[src/rtl/mfc_pkg.sv]
// package for the mac flow-control and backpressure block
// assumes one 100 MHz clock; sizes in bytes, times in bit times
package mfc_pkg;

	// ==============================================================
	// register map, byte addresses, 16-bit data
	localparam logic [8:0]  REG_LOW     = 9'h1B0;
	localparam logic [8:0]  REG_HIGH    = 9'h1B2;
	localparam logic [8:0]  REG_OVR     = 9'h1B4;
	localparam logic [8:0]  REG_SIZE_A  = 9'h1B6;
	localparam logic [8:0]  REG_SIZE_B  = 9'h1B8;
	localparam logic [8:0]  REG_BACKOFF = 9'h1BA;
	localparam logic [8:0]  REG_PORT    = 9'h1BC;
	localparam logic [8:0]  REG_STATUS  = 9'h1BE;

	localparam logic [15:0] LOW_RST     = 16'h1400;
	localparam logic [15:0] HIGH_RST    = 16'h0C00;
	localparam logic [15:0] OVR_RST     = 16'h0100;
	localparam logic [15:0] PORT_RST    = 16'h0003;

	localparam int          JUMBO_BIT   = 4;
	localparam int          LONG_BIT    = 1;
	localparam int          AGGR_BIT    = 8;
	localparam int          BP_EN_BIT   = 11;
	localparam int          FDX_BIT     = 0;
	localparam int          SPD100_BIT  = 1;
	localparam logic [15:0] SIZE_A_MASK = 16'h0010;
	localparam logic [15:0] SIZE_B_MASK = 16'h0002;
	localparam logic [15:0] BO_MASK     = 16'h0100;
	localparam logic [15:0] PORT_MASK   = 16'h0803;

	// ==============================================================
	// frame sizes and timing
	localparam logic [11:0] MIN_LEN     = 12'h040;
	localparam logic [11:0] STD_MAX     = 12'h5EE;
	localparam logic [11:0] LONG_MAX    = 12'h600;
	localparam logic [11:0] JUMBO_MAX   = 12'h7D0;
	localparam logic [11:0] CTRL_LEN    = 12'h040;
	localparam logic [14:0] IPG_BITS    = 15'h0060;
	localparam logic [14:0] SLOT_BITS   = 15'h0200;
	localparam logic [14:0] PRE_BITS    = 15'h0040;
	localparam logic [8:0]  QUANT_LAST  = 9'h1FF;
	localparam logic [4:0]  MAX_TRIES   = 5'h10;
	localparam logic [4:0]  BO_LIMIT    = 5'h0A;
	localparam logic [15:0] PAUSE_MAX   = 16'hFFFF;
	localparam int          CLK_NS      = 10;
	localparam int          BIT_NS_100  = 10;
	localparam int          BIT_NS_10   = 100;
	localparam logic [3:0]  BIT_CYC_100 = 4'(BIT_NS_100 / CLK_NS);
	localparam logic [3:0]  BIT_CYC_10  = 4'(BIT_NS_10 / CLK_NS);
	localparam logic [9:0]  LFSR_SEED   = 10'h2A5;

	// ==============================================================
	// types
	typedef enum logic [1:0] {ST_GAP, ST_XMIT, ST_BACKOFF, ST_BP} mfc_state_t;

	typedef struct packed {
		logic [11:0] len;
		logic        pause;
		logic [15:0] quanta;
	} mfc_rx_info_t;

	typedef struct packed {
		logic [6:0] zero;
		logic [4:0] tries;
		logic       overrun;
		logic       backpressure;
		logic       fc_active;
		logic       paused;
	} mfc_status_t;

endpackage

[src/rtl/mfc_lfsr.sv]
// pseudo-random source for back-off slot selection
// assumes it is stepped every clock; output is registered
`timescale 1ns/1ps
module mfc_lfsr (
	input  wire logic       clk_in,
	input  wire logic       rst_in,
	output logic [9:0]      rnd_out
);
	logic [9:0] lfsr_reg;
	logic [9:0] lfsr_next;

	// x^10 + x^7 + 1, maximal length
	assign lfsr_next = {lfsr_reg[8:0], lfsr_reg[9] ^ lfsr_reg[6]};

	always_ff @(posedge clk_in) begin
		if (rst_in) begin
			lfsr_reg <= mfc_pkg::LFSR_SEED;
		end else begin
			lfsr_reg <= lfsr_next;
		end
	end

	assign rnd_out = lfsr_reg;
endmodule // mfc_lfsr

[src/rtl/mfc_mac.sv]
// mac transmit scheduler, receive length check, pause and backpressure
// assumes phy carrier/collision arrive async; all else on clk_in
//
// Summary of operation
// - keep 96 bit times between frames; after collision count from carrier end
// - half duplex retries with exponential back-off, drop after 16 collisions
// - drop without retry on a collision past 512 bit times
// - discard received frames shorter than 64 bytes
// - long-frame bit raises receive limit to 1536 bytes
// - jumbo bit raises receive limit to 2000 bytes
// - received pause holds next normal frame until its timer expires
// - a further pause frame reloads the running timer
// - while paused only own flow-control frames go out
// - on resource shortage send pause with maximum pause time
// - when resources free send pause with zero time
// - assert and release flow control with hysteresis
// - three programmable watermarks: low, high, overrun
// - request pause when free space falls below high watermark
// - release pause when free space rises past low watermark
// - drop received packets while free space below overrun watermark
// - backpressure follows the same conditions as pause flow control
// - during backpressure send preamble so others defer
// - periodically drop carrier briefly then raise it again
// - queued frames interrupt backpressure, then it resumes
// - collision during backpressure skips back-off, carrier held at once
//
// Implementation choice: the address-and-strobe port.
`timescale 1ns/1ps
module mfc_mac #(
	parameter int BP_BURST_BITS = 4096,
	parameter int BP_GAP_BITS   = 48
) (
	input  wire logic                  clk_in,
	input  wire logic                  rst_in,
	input  wire logic [8:0]            reg_addr_in,
	input  wire logic [15:0]           reg_wdata_in,
	input  wire logic                  reg_wr_in,
	input  wire logic                  reg_rd_in,
	output logic [15:0]                reg_rdata_out,
	input  wire logic                  tx_req_in,
	input  wire logic [11:0]           tx_len_in,
	output logic                       tx_done_out,
	output logic                       tx_drop_out,
	input  wire logic                  phy_crs_in,
	input  wire logic                  phy_col_in,
	output logic                       phy_tx_en_out,
	output logic                       phy_tx_pre_out,
	output logic                       tx_ctrl_out,
	output logic [15:0]                tx_quanta_out,
	input  wire logic                  rx_end_in,
	input  wire mfc_pkg::mfc_rx_info_t rx_info_in,
	output logic                       rx_accept_out,
	output logic                       rx_discard_out,
	input  wire logic [15:0]           rxq_free_in,
	output logic                       qm_drop_out,
	output logic                       fc_active_out
);
	if (BP_BURST_BITS < 2 || BP_BURST_BITS > 32767) begin : g_chk_burst
		$error("backpressure burst length out of range");
	end
	if (BP_GAP_BITS < 1 || BP_GAP_BITS >= 96) begin : g_chk_gap
		$error("backpressure gap must be shorter than the frame gap");
	end

	localparam logic [14:0] BURST_LAST = 15'(BP_BURST_BITS - 1);
	localparam logic [14:0] GAP_LAST   = 15'(BP_GAP_BITS - 1);

	// back-off window: 2^min(n,10) - 1 slots
	function automatic logic [9:0] bo_mask(input logic [4:0] n);
		logic [4:0] k;
		k = (n > mfc_pkg::BO_LIMIT) ? mfc_pkg::BO_LIMIT : n;
		return 10'((11'h001 << k) - 11'h001);
	endfunction

	// ==============================================================
	// registers
	logic [15:0] low_reg, high_reg, ovr_reg;
	logic [15:0] size_a_reg, size_b_reg, bo_reg, port_reg;
	logic [15:0] rdata_reg;
	logic        wr_low, wr_high, wr_ovr, wr_a, wr_b, wr_bo, wr_port;
	logic [15:0] rd_mux;
	mfc_pkg::mfc_status_t status;

	assign wr_low  = reg_wr_in && reg_addr_in == mfc_pkg::REG_LOW;
	assign wr_high = reg_wr_in && reg_addr_in == mfc_pkg::REG_HIGH;
	assign wr_ovr  = reg_wr_in && reg_addr_in == mfc_pkg::REG_OVR;
	assign wr_a    = reg_wr_in && reg_addr_in == mfc_pkg::REG_SIZE_A;
	assign wr_b    = reg_wr_in && reg_addr_in == mfc_pkg::REG_SIZE_B;
	assign wr_bo   = reg_wr_in && reg_addr_in == mfc_pkg::REG_BACKOFF;
	assign wr_port = reg_wr_in && reg_addr_in == mfc_pkg::REG_PORT;

	always_ff @(posedge clk_in) begin
		if (rst_in) begin
			low_reg    <= mfc_pkg::LOW_RST;
			high_reg   <= mfc_pkg::HIGH_RST;
			ovr_reg    <= mfc_pkg::OVR_RST;
			size_a_reg <= 16'h0000;
			size_b_reg <= 16'h0000;
			bo_reg     <= 16'h0000;
			port_reg   <= mfc_pkg::PORT_RST;
		end else begin
			if (wr_low) low_reg <= reg_wdata_in;
			if (wr_high) high_reg <= reg_wdata_in;
			if (wr_ovr) ovr_reg <= reg_wdata_in;
			if (wr_a) size_a_reg <= reg_wdata_in & mfc_pkg::SIZE_A_MASK;
			if (wr_b) size_b_reg <= reg_wdata_in & mfc_pkg::SIZE_B_MASK;
			if (wr_bo) bo_reg <= reg_wdata_in & mfc_pkg::BO_MASK;
			if (wr_port) port_reg <= reg_wdata_in & mfc_pkg::PORT_MASK;
		end
	end

	// unmapped addresses read as zero
	assign rd_mux = (reg_addr_in == mfc_pkg::REG_LOW)     ? low_reg    :
	                (reg_addr_in == mfc_pkg::REG_HIGH)    ? high_reg   :
	                (reg_addr_in == mfc_pkg::REG_OVR)     ? ovr_reg    :
	                (reg_addr_in == mfc_pkg::REG_SIZE_A)  ? size_a_reg :
	                (reg_addr_in == mfc_pkg::REG_SIZE_B)  ? size_b_reg :
	                (reg_addr_in == mfc_pkg::REG_BACKOFF) ? bo_reg     :
	                (reg_addr_in == mfc_pkg::REG_PORT)    ? port_reg   :
	                (reg_addr_in == mfc_pkg::REG_STATUS)  ? 16'(status) : 16'h0000;

	always_ff @(posedge clk_in) begin
		if (rst_in) rdata_reg <= 16'h0000;
		else rdata_reg <= reg_rd_in ? rd_mux : 16'h0000;
	end

	logic fdx, hdx, spd100, jumbo, long_en, aggr, bp_en;
	assign fdx     = port_reg[mfc_pkg::FDX_BIT];
	assign hdx     = !fdx;
	assign spd100  = port_reg[mfc_pkg::SPD100_BIT];
	assign jumbo   = size_a_reg[mfc_pkg::JUMBO_BIT];
	assign long_en = size_b_reg[mfc_pkg::LONG_BIT];
	assign aggr    = bo_reg[mfc_pkg::AGGR_BIT];
	assign bp_en   = port_reg[mfc_pkg::BP_EN_BIT];

	// ==============================================================
	// pin synchronisers and bit-time enable
	logic crs_meta, crs_s, col_meta, col_s;
	logic [3:0] div_reg;
	logic [3:0] bit_cyc;
	logic       bit_tick;

	always_ff @(posedge clk_in) begin
		if (rst_in) begin
			crs_meta <= 1'b0;
			crs_s    <= 1'b0;
			col_meta <= 1'b0;
			col_s    <= 1'b0;
		end else begin
			crs_meta <= phy_crs_in;
			crs_s    <= crs_meta;
			col_meta <= phy_col_in;
			col_s    <= col_meta;
		end
	end

	assign bit_cyc  = spd100 ? mfc_pkg::BIT_CYC_100 : mfc_pkg::BIT_CYC_10;
	assign bit_tick = (div_reg >= bit_cyc - 4'h1);

	always_ff @(posedge clk_in) begin
		if (rst_in || bit_tick) div_reg <= 4'h0;
		else div_reg <= div_reg + 4'h1;
	end

	// ==============================================================
	// receive length check, overrun drop and pause timer
	logic [11:0] max_len;
	logic        rx_ok, rx_pause_ok, paused;
	logic [15:0] pause_reg;
	logic [8:0]  quant_reg;
	logic        accept_reg, discard_reg, qm_drop_reg;

	assign max_len = jumbo ? mfc_pkg::JUMBO_MAX :
	                 long_en ? mfc_pkg::LONG_MAX : mfc_pkg::STD_MAX;
	assign rx_ok = rx_info_in.len >= mfc_pkg::MIN_LEN
	               && rx_info_in.len <= max_len && !qm_drop_reg;
	assign rx_pause_ok = rx_end_in && rx_ok && rx_info_in.pause;
	assign paused = (pause_reg != 16'h0000);

	always_ff @(posedge clk_in) begin
		if (rst_in) begin
			accept_reg  <= 1'b0;
			discard_reg <= 1'b0;
			qm_drop_reg <= 1'b0;
		end else begin
			accept_reg  <= rx_end_in && rx_ok;
			discard_reg <= rx_end_in && !rx_ok;
			qm_drop_reg <= rxq_free_in < ovr_reg;
		end
	end

	always_ff @(posedge clk_in) begin
		if (rst_in) begin
			pause_reg <= 16'h0000;
			quant_reg <= 9'h000;
		end else if (rx_pause_ok) begin
			pause_reg <= rx_info_in.quanta;
			quant_reg <= 9'h000;
		end else if (paused && bit_tick) begin
			quant_reg <= quant_reg + 9'h001;
			if (quant_reg == mfc_pkg::QUANT_LAST) pause_reg <= pause_reg - 16'h0001;
		end
	end

	// ==============================================================
	// flow-control hysteresis and pause frame requests
	logic fc_reg, fc_next, fc_rise, fc_fall;
	logic on_pend, off_pend, want_ctrl, want_data, bp_want, take;

	assign fc_next = fc_reg ? !(rxq_free_in > low_reg)
	                        : (rxq_free_in < high_reg);
	assign fc_rise = fc_next && !fc_reg;
	assign fc_fall = fc_reg && !fc_next;
	assign want_ctrl = on_pend || off_pend;
	assign want_data = tx_req_in && !paused;
	assign bp_want = hdx && bp_en && fc_reg;

	always_ff @(posedge clk_in) begin
		if (rst_in) begin
			fc_reg   <= 1'b0;
			on_pend  <= 1'b0;
			off_pend <= 1'b0;
		end else begin
			fc_reg   <= fc_next;
			on_pend  <= (fdx && fc_rise) || (on_pend && !take && !fc_fall);
			off_pend <= (fdx && fc_fall) || (off_pend && !take && !fc_rise);
		end
	end

	// ==============================================================
	// transmit scheduler
	mfc_pkg::mfc_state_t state_reg, state_next;
	logic [14:0] cnt_reg, cnt_next, frame_last;
	logic [9:0]  slot_reg, slot_next, rnd;
	logic [4:0]  att_reg, att_next;
	logic [11:0] len_reg, len_next;
	logic        silent_reg, silent_next, ctrl_reg, ctrl_next;
	logic        gap_done, done_evt, drop_evt;
	logic        en_reg, pre_reg, ctl_out_reg, done_reg, drop_reg;
	logic [15:0] quanta_reg;

	mfc_lfsr u_lfsr (
		.clk_in  (clk_in),
		.rst_in  (rst_in),
		.rnd_out (rnd)
	);

	assign gap_done = cnt_reg >= mfc_pkg::IPG_BITS;
	assign frame_last = mfc_pkg::PRE_BITS + {len_reg, 3'b000} - 15'h0001;
	assign take = (state_reg == mfc_pkg::ST_GAP) && (state_next == mfc_pkg::ST_XMIT)
	              && ctrl_next;

	always_comb begin
		state_next  = state_reg;
		cnt_next    = cnt_reg;
		slot_next   = slot_reg;
		att_next    = att_reg;
		len_next    = len_reg;
		silent_next = silent_reg;
		ctrl_next   = ctrl_reg;
		done_evt    = 1'b0;
		drop_evt    = 1'b0;
		case (state_reg)
		mfc_pkg::ST_GAP: begin
			if (hdx && crs_s) cnt_next = 15'h0000;
			else if (bit_tick && !gap_done) cnt_next = cnt_reg + 15'h0001;
			if (gap_done && !(hdx && crs_s)) begin
				if (want_ctrl || want_data) begin
					state_next = mfc_pkg::ST_XMIT;
					cnt_next   = 15'h0000;
					ctrl_next  = want_ctrl;
					len_next   = want_ctrl ? mfc_pkg::CTRL_LEN : tx_len_in;
				end else if (bp_want) begin
					state_next  = mfc_pkg::ST_BP;
					cnt_next    = 15'h0000;
					silent_next = 1'b0;
				end
			end
		end
		mfc_pkg::ST_XMIT: begin
			if (hdx && col_s) begin
				cnt_next = 15'h0000;
				if (cnt_reg >= mfc_pkg::SLOT_BITS) begin
					drop_evt   = 1'b1;
					att_next   = 5'h00;
					state_next = mfc_pkg::ST_GAP;
				end else if (att_reg == mfc_pkg::MAX_TRIES - 5'h01) begin
					drop_evt   = 1'b1;
					att_next   = 5'h00;
					state_next = mfc_pkg::ST_GAP;
				end else begin
					att_next = att_reg + 5'h01;
					if (bp_want) begin
						state_next  = mfc_pkg::ST_BP;
						silent_next = 1'b0;
					end else if (aggr) begin
						state_next = mfc_pkg::ST_GAP;
					end else begin
						state_next = mfc_pkg::ST_BACKOFF;
						slot_next  = rnd & bo_mask(att_reg + 5'h01);
					end
				end
			end else if (bit_tick) begin
				if (cnt_reg == frame_last) begin
					done_evt   = 1'b1;
					att_next   = 5'h00;
					cnt_next   = 15'h0000;
					state_next = mfc_pkg::ST_GAP;
				end else begin
					cnt_next = cnt_reg + 15'h0001;
				end
			end
		end
		mfc_pkg::ST_BACKOFF: begin
			if (slot_reg == 10'h000) begin
				state_next = mfc_pkg::ST_GAP;
				cnt_next   = 15'h0000;
			end else if (bit_tick) begin
				if (cnt_reg == mfc_pkg::SLOT_BITS - 15'h0001) begin
					cnt_next  = 15'h0000;
					slot_next = slot_reg - 10'h001;
				end else begin
					cnt_next = cnt_reg + 15'h0001;
				end
			end
		end
		mfc_pkg::ST_BP: begin
			if (!bp_want) begin
				state_next  = mfc_pkg::ST_GAP;
				cnt_next    = 15'h0000;
				silent_next = 1'b0;
			end else if (bit_tick) begin
				if (!silent_reg && cnt_reg == BURST_LAST) begin
					silent_next = 1'b1;
					cnt_next    = 15'h0000;
				end else if (silent_reg && cnt_reg == GAP_LAST) begin
					silent_next = 1'b0;
					cnt_next    = 15'h0000;
					if (want_data) state_next = mfc_pkg::ST_GAP;
				end else begin
					cnt_next = cnt_reg + 15'h0001;
				end
			end
		end
		default: begin
			state_next = mfc_pkg::ST_GAP;
			cnt_next   = 15'h0000;
		end
		endcase
	end

	always_ff @(posedge clk_in) begin
		if (rst_in) begin
			state_reg  <= mfc_pkg::ST_GAP;
			cnt_reg    <= mfc_pkg::IPG_BITS;
			slot_reg   <= 10'h000;
			att_reg    <= 5'h00;
			len_reg    <= 12'h000;
			silent_reg <= 1'b0;
			ctrl_reg   <= 1'b0;
		end else begin
			state_reg  <= state_next;
			cnt_reg    <= cnt_next;
			slot_reg   <= slot_next;
			att_reg    <= att_next;
			len_reg    <= len_next;
			silent_reg <= silent_next;
			ctrl_reg   <= ctrl_next;
		end
	end

	// outputs follow the next state so the pins line up with state_reg
	logic bp_carrier_next;
	assign bp_carrier_next = (state_next == mfc_pkg::ST_BP) && !silent_next;

	always_ff @(posedge clk_in) begin
		if (rst_in) begin
			en_reg      <= 1'b0;
			pre_reg     <= 1'b0;
			ctl_out_reg <= 1'b0;
			done_reg    <= 1'b0;
			drop_reg    <= 1'b0;
			quanta_reg  <= 16'h0000;
		end else begin
			en_reg      <= (state_next == mfc_pkg::ST_XMIT) || bp_carrier_next;
			pre_reg     <= bp_carrier_next;
			ctl_out_reg <= (state_next == mfc_pkg::ST_XMIT) && ctrl_next;
			done_reg    <= done_evt && !ctrl_reg;
			drop_reg    <= drop_evt;
			if (take) quanta_reg <= on_pend ? mfc_pkg::PAUSE_MAX : 16'h0000;
		end
	end

	assign status = '{zero: 7'h00, tries: att_reg, overrun: qm_drop_reg,
	                  backpressure: state_reg == mfc_pkg::ST_BP,
	                  fc_active: fc_reg, paused: paused};

	assign reg_rdata_out  = rdata_reg;
	assign tx_done_out    = done_reg;
	assign tx_drop_out    = drop_reg;
	assign phy_tx_en_out  = en_reg;
	assign phy_tx_pre_out = pre_reg;
	assign tx_ctrl_out    = ctl_out_reg;
	assign tx_quanta_out  = quanta_reg;
	assign rx_accept_out  = accept_reg;
	assign rx_discard_out = discard_reg;
	assign qm_drop_out    = qm_drop_reg;
	assign fc_active_out  = fc_reg;
endmodule // mfc_mac

[config.mk]
export PLATFORM = sky130hd
export DESIGN_NAME = mfc_mac
export DESIGN_NICKNAME = d
export VERILOG_FILES = /design/src/rtl/mfc_pkg.sv /design/src/rtl/mfc_lfsr.sv /design/src/rtl/mfc_mac.sv
export SDC_FILE = /design/constraint.sdc
export NUM_CORES = 1
export LEC_CHECK = 0
export ABC_CLOCK_PERIOD_IN_PS = 4010
export BUFFER_PORTS_ARGS = -buffer_cell sky130_fd_sc_hd__buf_2
export CORE_MARGIN = 2
export CORE_UTILIZATION = 45
export CTS_BUF_LIST = sky130_fd_sc_hd__clkbuf_4 sky130_fd_sc_hd__clkbuf_8
export CTS_CLUSTER_DIAMETER = 200
export DETAILED_ROUTE_END_ITERATION = 12
export PLACE_DENSITY_LB_ADDON = 0.15
export SYNTH_ARGS = -nofsm -noshare
export SYNTH_HDL_FRONTEND = slang
export SYNTH_HIERARCHICAL = 1
export SYNTH_SLANG_ARGS = --single-unit
[constraint.sdc]
create_clock -name clk_in -period 4.01 [get_ports clk_in]
set_clock_uncertainty 0.15 [all_clocks]
set_input_delay 0.2005 -clock clk_in [delete_from_list [all_inputs] [get_ports clk_in]]
set_output_delay 0.2005 -clock clk_in [all_outputs]
set_load 0.01 [all_outputs]
==> flow_summary.yaml, run 1 <==
power_and_ir_drop:
  vdd_drop_max_mv: 0.203
  powerDensity_mw_per_mm2: 350
  cellLeakagePower_nw: 4.62
sta:
  drv_slew: 0
  tightest_slew_ns: 1.11
  rsz0062_at_grt: "false"
  hold_violations: 0
  fin_tns_setup_ns: 0
  worst_slack_ns: 0.413
  whs_ns: 0.0342
  clock.fmax_ghz: 0.278
  timing.final.crit_period_ns: 3.60
  post-route-period-util_pct: 89.7
  setup_viol: 0
  max-slew-margin-rel_pct: 26.0
synthesis:
  avgSynthCellArea_sq_um: 7.85
  synth_area_sq_mm: 0.00989
  synth_fp_nets: 1419
  ys.flop_type: "dfxtp_1"
  async_flop_share_pct: 0
  yosys_register_bits: 171
  syn_inst: 1259
  synth_warnings: 6
  ys_types: 74
  synth-edff-count: 0
  yosysSeqAreaShare_pct: 34.6
layout:
  layout_commonest_cell: "nand2_1"
  area_growth_pct: 16.6
  multi_input_area_sq_mm: 0.00577
  layout.area.seq_sq_mm: 0.00342
  fillers: 2103
  diodes: 0
  layout.nets: 1548
  drive_above_1_share_pct: 13.8
  final_cell_mix: "179 x nand2_1, 171 x dfxtp_1, 129 x buf_2"
cts:
  h-tree-depth: 4
  cts_buffers: 17
  clkTransAtPathRegs_ns: 0.10
  clockRootBuffer: "clkbuf_8"
  cts_tree: "yes"
  clock_latency_ns: 0.47
  clkSinkCount: 171
  cts_max_path_buffers: 2
  cts_setup_buffers: 0
detailed_routing:
  drtIter0Drc: 820
  routed_wl_um: 27500
  wl_met2_um: 12100
  wl_met1_um: 13500
  wl_per_cell_um: 16.4
  wl_met3_um: 1340
  top_layer_used: "met4"
  vias: 9227
  ant_nets: 0
  avgViaCountPerCell: 5.49
  drc: 0
  first_pass_iters: 6
worst_hold_path:
  hold_end: "qm_drop_out"
  hold_start: "rxq_free_in[15]"
  hold_path_class: "input pin to register"
  min_path_cells: 5
setup_path:
  r2r_end: "pause_reg[9]"
  critical_path.top_delay_family: "simple AND/OR/NAND/NOR gates"
  reg2reg_slack_ns: 0.41
  worstSetupEndpointType: "register"
  critical_path.slowest_cell: "or4b_2"
  arrival_ns: 3.87
  rr_startpoint: "div_reg[0]"
  crit_fanout: 10
  crit_type: "register to register"
  crit_chain: "inv_1 -> ha_1 -> or4b_2 -> a21oi_2 -> a21oi_1 -> nand4_1 -> nor3_1 -> xnor2_1 -> a211oi_1 -> dlygate4sd3_1"
  crit_required_ns: 4.28
  r2r_cells: 10
  start_kind: "register"
  cpPeakStageDelay_ns: 0.72
  critPathBufInv: 2
placement:
  dp.final_hpwl_um: 19500
  numPortBuffers: 130
  pre_cts_slack_ns: 0.617
  place.gp.congestion: 0.902
floorplan:
  core_sq_mm: 0.0217
  die_width_um: 152
  initial_utilization_pct: 45.6
  num_io_pins: 131
  die_y_um: 152
  die_area_sq_mm: 0.0232
  rows: 54
global_routing:
  grt_pass1_wl_um: 44800
  track_usage_pct: 23.7
  grt_pass1_vias: 8551
  grt_overflow: 0
  antenna_found_initial: 0
  grt_max_degree: 73
outcome:
  status: "completed"
job:
  max_cap_viol_count: 0
-- where the power goes --
part | switching, W | total, W | leakage [nW] | internal (W)
combinational | 0.000477 | 0.000808 | 3.02 | 0.000332
clock | 0.000659 | 0.00133 | 0.213 | 0.000671
sequential | 0.000115 | 0.00189 | 1.39 | 0.00178
-- synth_stat cells, drive strengths merged, types with 4 or more instances --
master	instances	share of area, %
or2	7	0.44
or4	5	0.42
nand3	43	2.2
and3	17	1.1
a21o	15	1.1
and2	7	0.44
nand2	179	6.8
xor2	19	1.7
inv	81	3.1
mux2i	21	2.1
ha	70	8.9
nor2b	25	1.6
a22oi	14	1.1
xnor2	23	2.0
a211oi	11	0.96
o21ai	56	2.8
nor4	14	0.95
o31ai	8	0.61
o21a	6	0.47
or3	7	0.44
nor3	46	2.4
clkbuf	53	2.0
o22ai	7	0.44
a221o	4	0.41
nand2b	18	1.1
nor4b	4	0.51
o211ai	10	0.76
a22o	6	0.53
dfxtp	171	35
nand4	19	1.2
nor2	88	3.3
buf	30	2.1
a21oi	109	5.5
a31oi	12	0.76
o2bb2ai	5	0.44
-- worst reg2reg max path: stages (launching register included) --
cell	delay, ns
dfxtp_1	0.38
inv_1	0.06
ha_1	0.28
or4b_2	0.72
a21oi_2	0.35
a21oi_1	0.25
nand4_1	0.34
nor3_1	0.10
xnor2_1	0.14
a211oi_1	0.23
dlygate4sd3_1	0.57
-- per-layer routing --
layer	vias up	track usage [%]
met5	-	0
met4	0	7.48
met3	45	4.04
met2	251	35.9
met1	4278	34.6
li1	4653	-
-- cell families (layout without fill, tap and decap cells) --
family          count (synthesis)  after routing  synth area share [%]
fa+ha+maj                      70             70                  8.86
buf+inv                       164            306                  7.21
compound gates                294            294                  18.9
flops                         171            171                  34.6
mux                            22             22                  2.24
simple gates                  496            496                  24.5
xor+xnor                       42             42                  3.72
-- final cells by class --
type,count,area share (%)
well taps,280,3.04
inverters,81,2.64
repair buffers,193,10.9
multi-input cells,924,50.0
clock inverters,10,1.23
clock buffers,22,2.46
flip-flops and latches,171,29.7
-- worst max path at each step --
stage,startpoint,to,slack [ns],depth (start not counted)
after floorplan,size_a_reg[4],pause_reg[0],1.09,11
after global placement,att_reg[0],slot_reg[8],0.72,12
after detailed placement,div_reg[0],pause_reg[5],0.62,10
after CTS,div_reg[0],pause_reg[9],0.26,10
after global routing,div_reg[0],pause_reg[6],0.21,10
final,div_reg[0],pause_reg[9],0.41,10
-- timing repair --
item	CTS	global route
gates resized for setup	0	1
endpoints found under the hold margin	86	0
hold buffers	52	0
setup endpoints to repair	0	1
-- through the flow --
step / total power, W / std cells / util, % / instance area, sq um
after floorplan: 0.00250 / 1259 / - / 9890
after global placement: 0.00269 / 1597 / 48.8 / 10600
after detailed placement: 0.00269 / 1597 / 48.8 / 10600
after CTS: 0.00405 / 1681 / 53.1 / 11500
after global routing: 0.00424 / 1681 / 53.1 / 11500
final: 0.00403 / 1681 / 53.1 / 11500
No activity file was read; power rests on OpenSTA's default activity.
==> inputs of run 2 (changes only) <==
==> constraint.sdc (replaced) <==
create_clock -name clk_in -period 4.01 [get_ports clk_in]
set_clock_uncertainty 0.15 [all_clocks]
set_input_delay 0.802 -clock clk_in [delete_from_list [all_inputs] [get_ports clk_in]]
set_output_delay 0.802 -clock clk_in [all_outputs]
set_load 0.01 [all_outputs]
==> run 2 against run 1 <==
  * Maximum frequency grew 3.3%
  * Design area shrank 4.0%
  * First-iteration DRC count shrank 14%
  * Die area is the same
  * Largest cell class unchanged
  * Non-clock buffer count shrank 45
  * Power grew 0.48%
==> flow_summary.yaml, run 2 (same netlist as run 1, synthesis figures left out) <==
layout:
  final_core_util_pct: 51.1
  layout_commonest_cell: "nand2_1"
  layout.nets: 1503
  diodes: 0
  final_cell_mix: "179 x nand2_1, 171 x dfxtp_1, 129 x buf_2"
  area_growth_pct: 12.0
  drive_above_1_share_pct: 14.7
sta:
  timing.final.crit_period_ns: 3.48
  drv_slew: 0
  whs_ns: 0.297
  tightest_slew_ns: 1.10
  clock.fmax_ghz: 0.287
  hold_violations: 0
  max-slew-margin-rel_pct: 26.2
  rsz0062_at_grt: "false"
  setup_viol: 0
  fin_tns_setup_ns: 0
  post-route-period-util_pct: 86.9
floorplan:
  die_area_sq_mm: 0.0232
  die_width_um: 152
  die_y_um: 152
  initial_utilization_pct: 45.6
  rows: 54
  num_io_pins: 131
  core_sq_mm: 0.0217
power_and_ir_drop:
  swShare_pct: 30.7
  switching_power_w: 0.00124
  power_frac_comb_pct: 19.2
  cellLeakagePower_nw: 4.44
  vdd_drop_max_mv: 0.194
  clkPwrFrac_pct: 34.0
  intPower_w: 0.00281
  seqPwrFrac_pct: 46.7
  powerDensity_mw_per_mm2: 366
  p_total_w: 0.00405
detailed_routing:
  drtIter0Drc: 706
  vias: 9046
  drc: 0
  avgViaCountPerCell: 5.53
  routed_wl_um: 27100
  wl_per_cell_um: 16.5
  first_pass_iters: 5
  ant_nets: 0
cts:
  cts_buffers: 17
  clock_latency_ns: 0.47
  clockRootBuffer: "clkbuf_8"
  cts_tree: "yes"
  clkSinkCount: 171
  cts_setup_buffers: 0
  clkTransAtPathRegs_ns: 0.09
  cts_resized: 0
  ctsHoldBuffers: 0
  h-tree-depth: 4
  cts_max_path_buffers: 2
placement:
  numPortBuffers: 130
  place.gp.congestion: 0.888
  dp.final_hpwl_um: 19700
global_routing:
  grt_pass1_wl_um: 43600
  grtUsageMet1_pct: 33.2
  grtUsageMet2_pct: 35.8
  busiest_layer: "met2"
  grt_max_degree: 81
  grt_pass1_vias: 8328
  antenna_found_initial: 0
  track_usage_pct: 23.0
  grt_overflow: 0
  grt_util_met3_pct: 3.27
setup_path:
  arrival_ns: 3.73
  worstSetupEndpointType: "register"
  start_kind: "register"
  crit_fanout: 12
  crit_type: "register to register"
  crit_required_ns: 4.25
job:
  max_cap_viol_count: 0
outcome:
  status: "completed"
worst_hold_path:
  hold_path_class: "register to register"
## run 2: changes by cell type in the layout (fill, tap and decap cells not counted), sizes merged
cell / previous run / this run
dlygate4sd3: 52 / 0
buf: 141 / 148
bufinv: 3 / 4
clkbuf: 22 / 21
clkinvlp: 2 / 1
inv: 81 / 82
## run 2: final timing paths
| check | slack, ns | end | depth (start not counted) | from |
|---|---|---|---|---|
| hold reg to reg | 0.30 | crs_s | 1 | crs_meta |
| setup reg to reg | 0.53 | len_reg[7] | 10 | div_reg[0] |
| hold / removal | 0.30 | crs_s | 1 | crs_meta |
| setup / recovery | 0.53 | len_reg[7] | 10 | div_reg[0] |
## run 2: stage by stage
stage,cell area (sq um),setup slack [ns],instances
after global routing,11100,0.305,1636
after CTS,11100,0.580,1636
final,11100,0.527,1636
after detailed placement,10600,0.614,1604
after global placement,10600,0.681,1604
after floorplan,9890,0.934,1259
## run 2: area by class of cell
| class | instances | area, sq um |
|---|---|---|
| Multi-Input combinational cell | 924 | 5760 |
| Clock inverter | 11 | 165 |
| Fill cell | 2118 | 10600 |
| Tap cell | 280 | 350 |
| Timing Repair Buffer | 148 | 788 |
| Inverter | 81 | 304 |
| Sequential cell | 171 | 3420 |
| Clock buffer | 21 | 277 |
## run 2: metal layers
metal | part of all wire [%] | routed length (um)
met5 | 0 | 0
met4 | 1.7 | 450
met3 | 5.5 | 1480
met2 | 45 | 12100
met1 | 48 | 13000
## run 2: power by group through the flow
stage / sequential, W / clock (W) / combinational (W)
2_1_floorplan: 0.00188 / 0 / 0.000616
3_3_place_gp: 0.00193 / 0 / 0.000766
3_5_place_dp: 0.00193 / 0 / 0.000773
4_1_cts: 0.00189 / 0.00140 / 0.000778
5_1_grt: 0.00191 / 0.00149 / 0.000874
6_report: 0.00189 / 0.00138 / 0.000779
## run 2: worst max-delay path: stages, from the launching register on
cell	delay (ns)
dfxtp_1	0.40
inv_1	0.06
ha_1	0.29
or4b_2	0.68
a21oi_1	0.53
nor2_1	0.14
a21oi_1	0.37
a211oi_4	0.10
nand3_1	0.43
nand2_1	0.11
a21oi_1	0.14
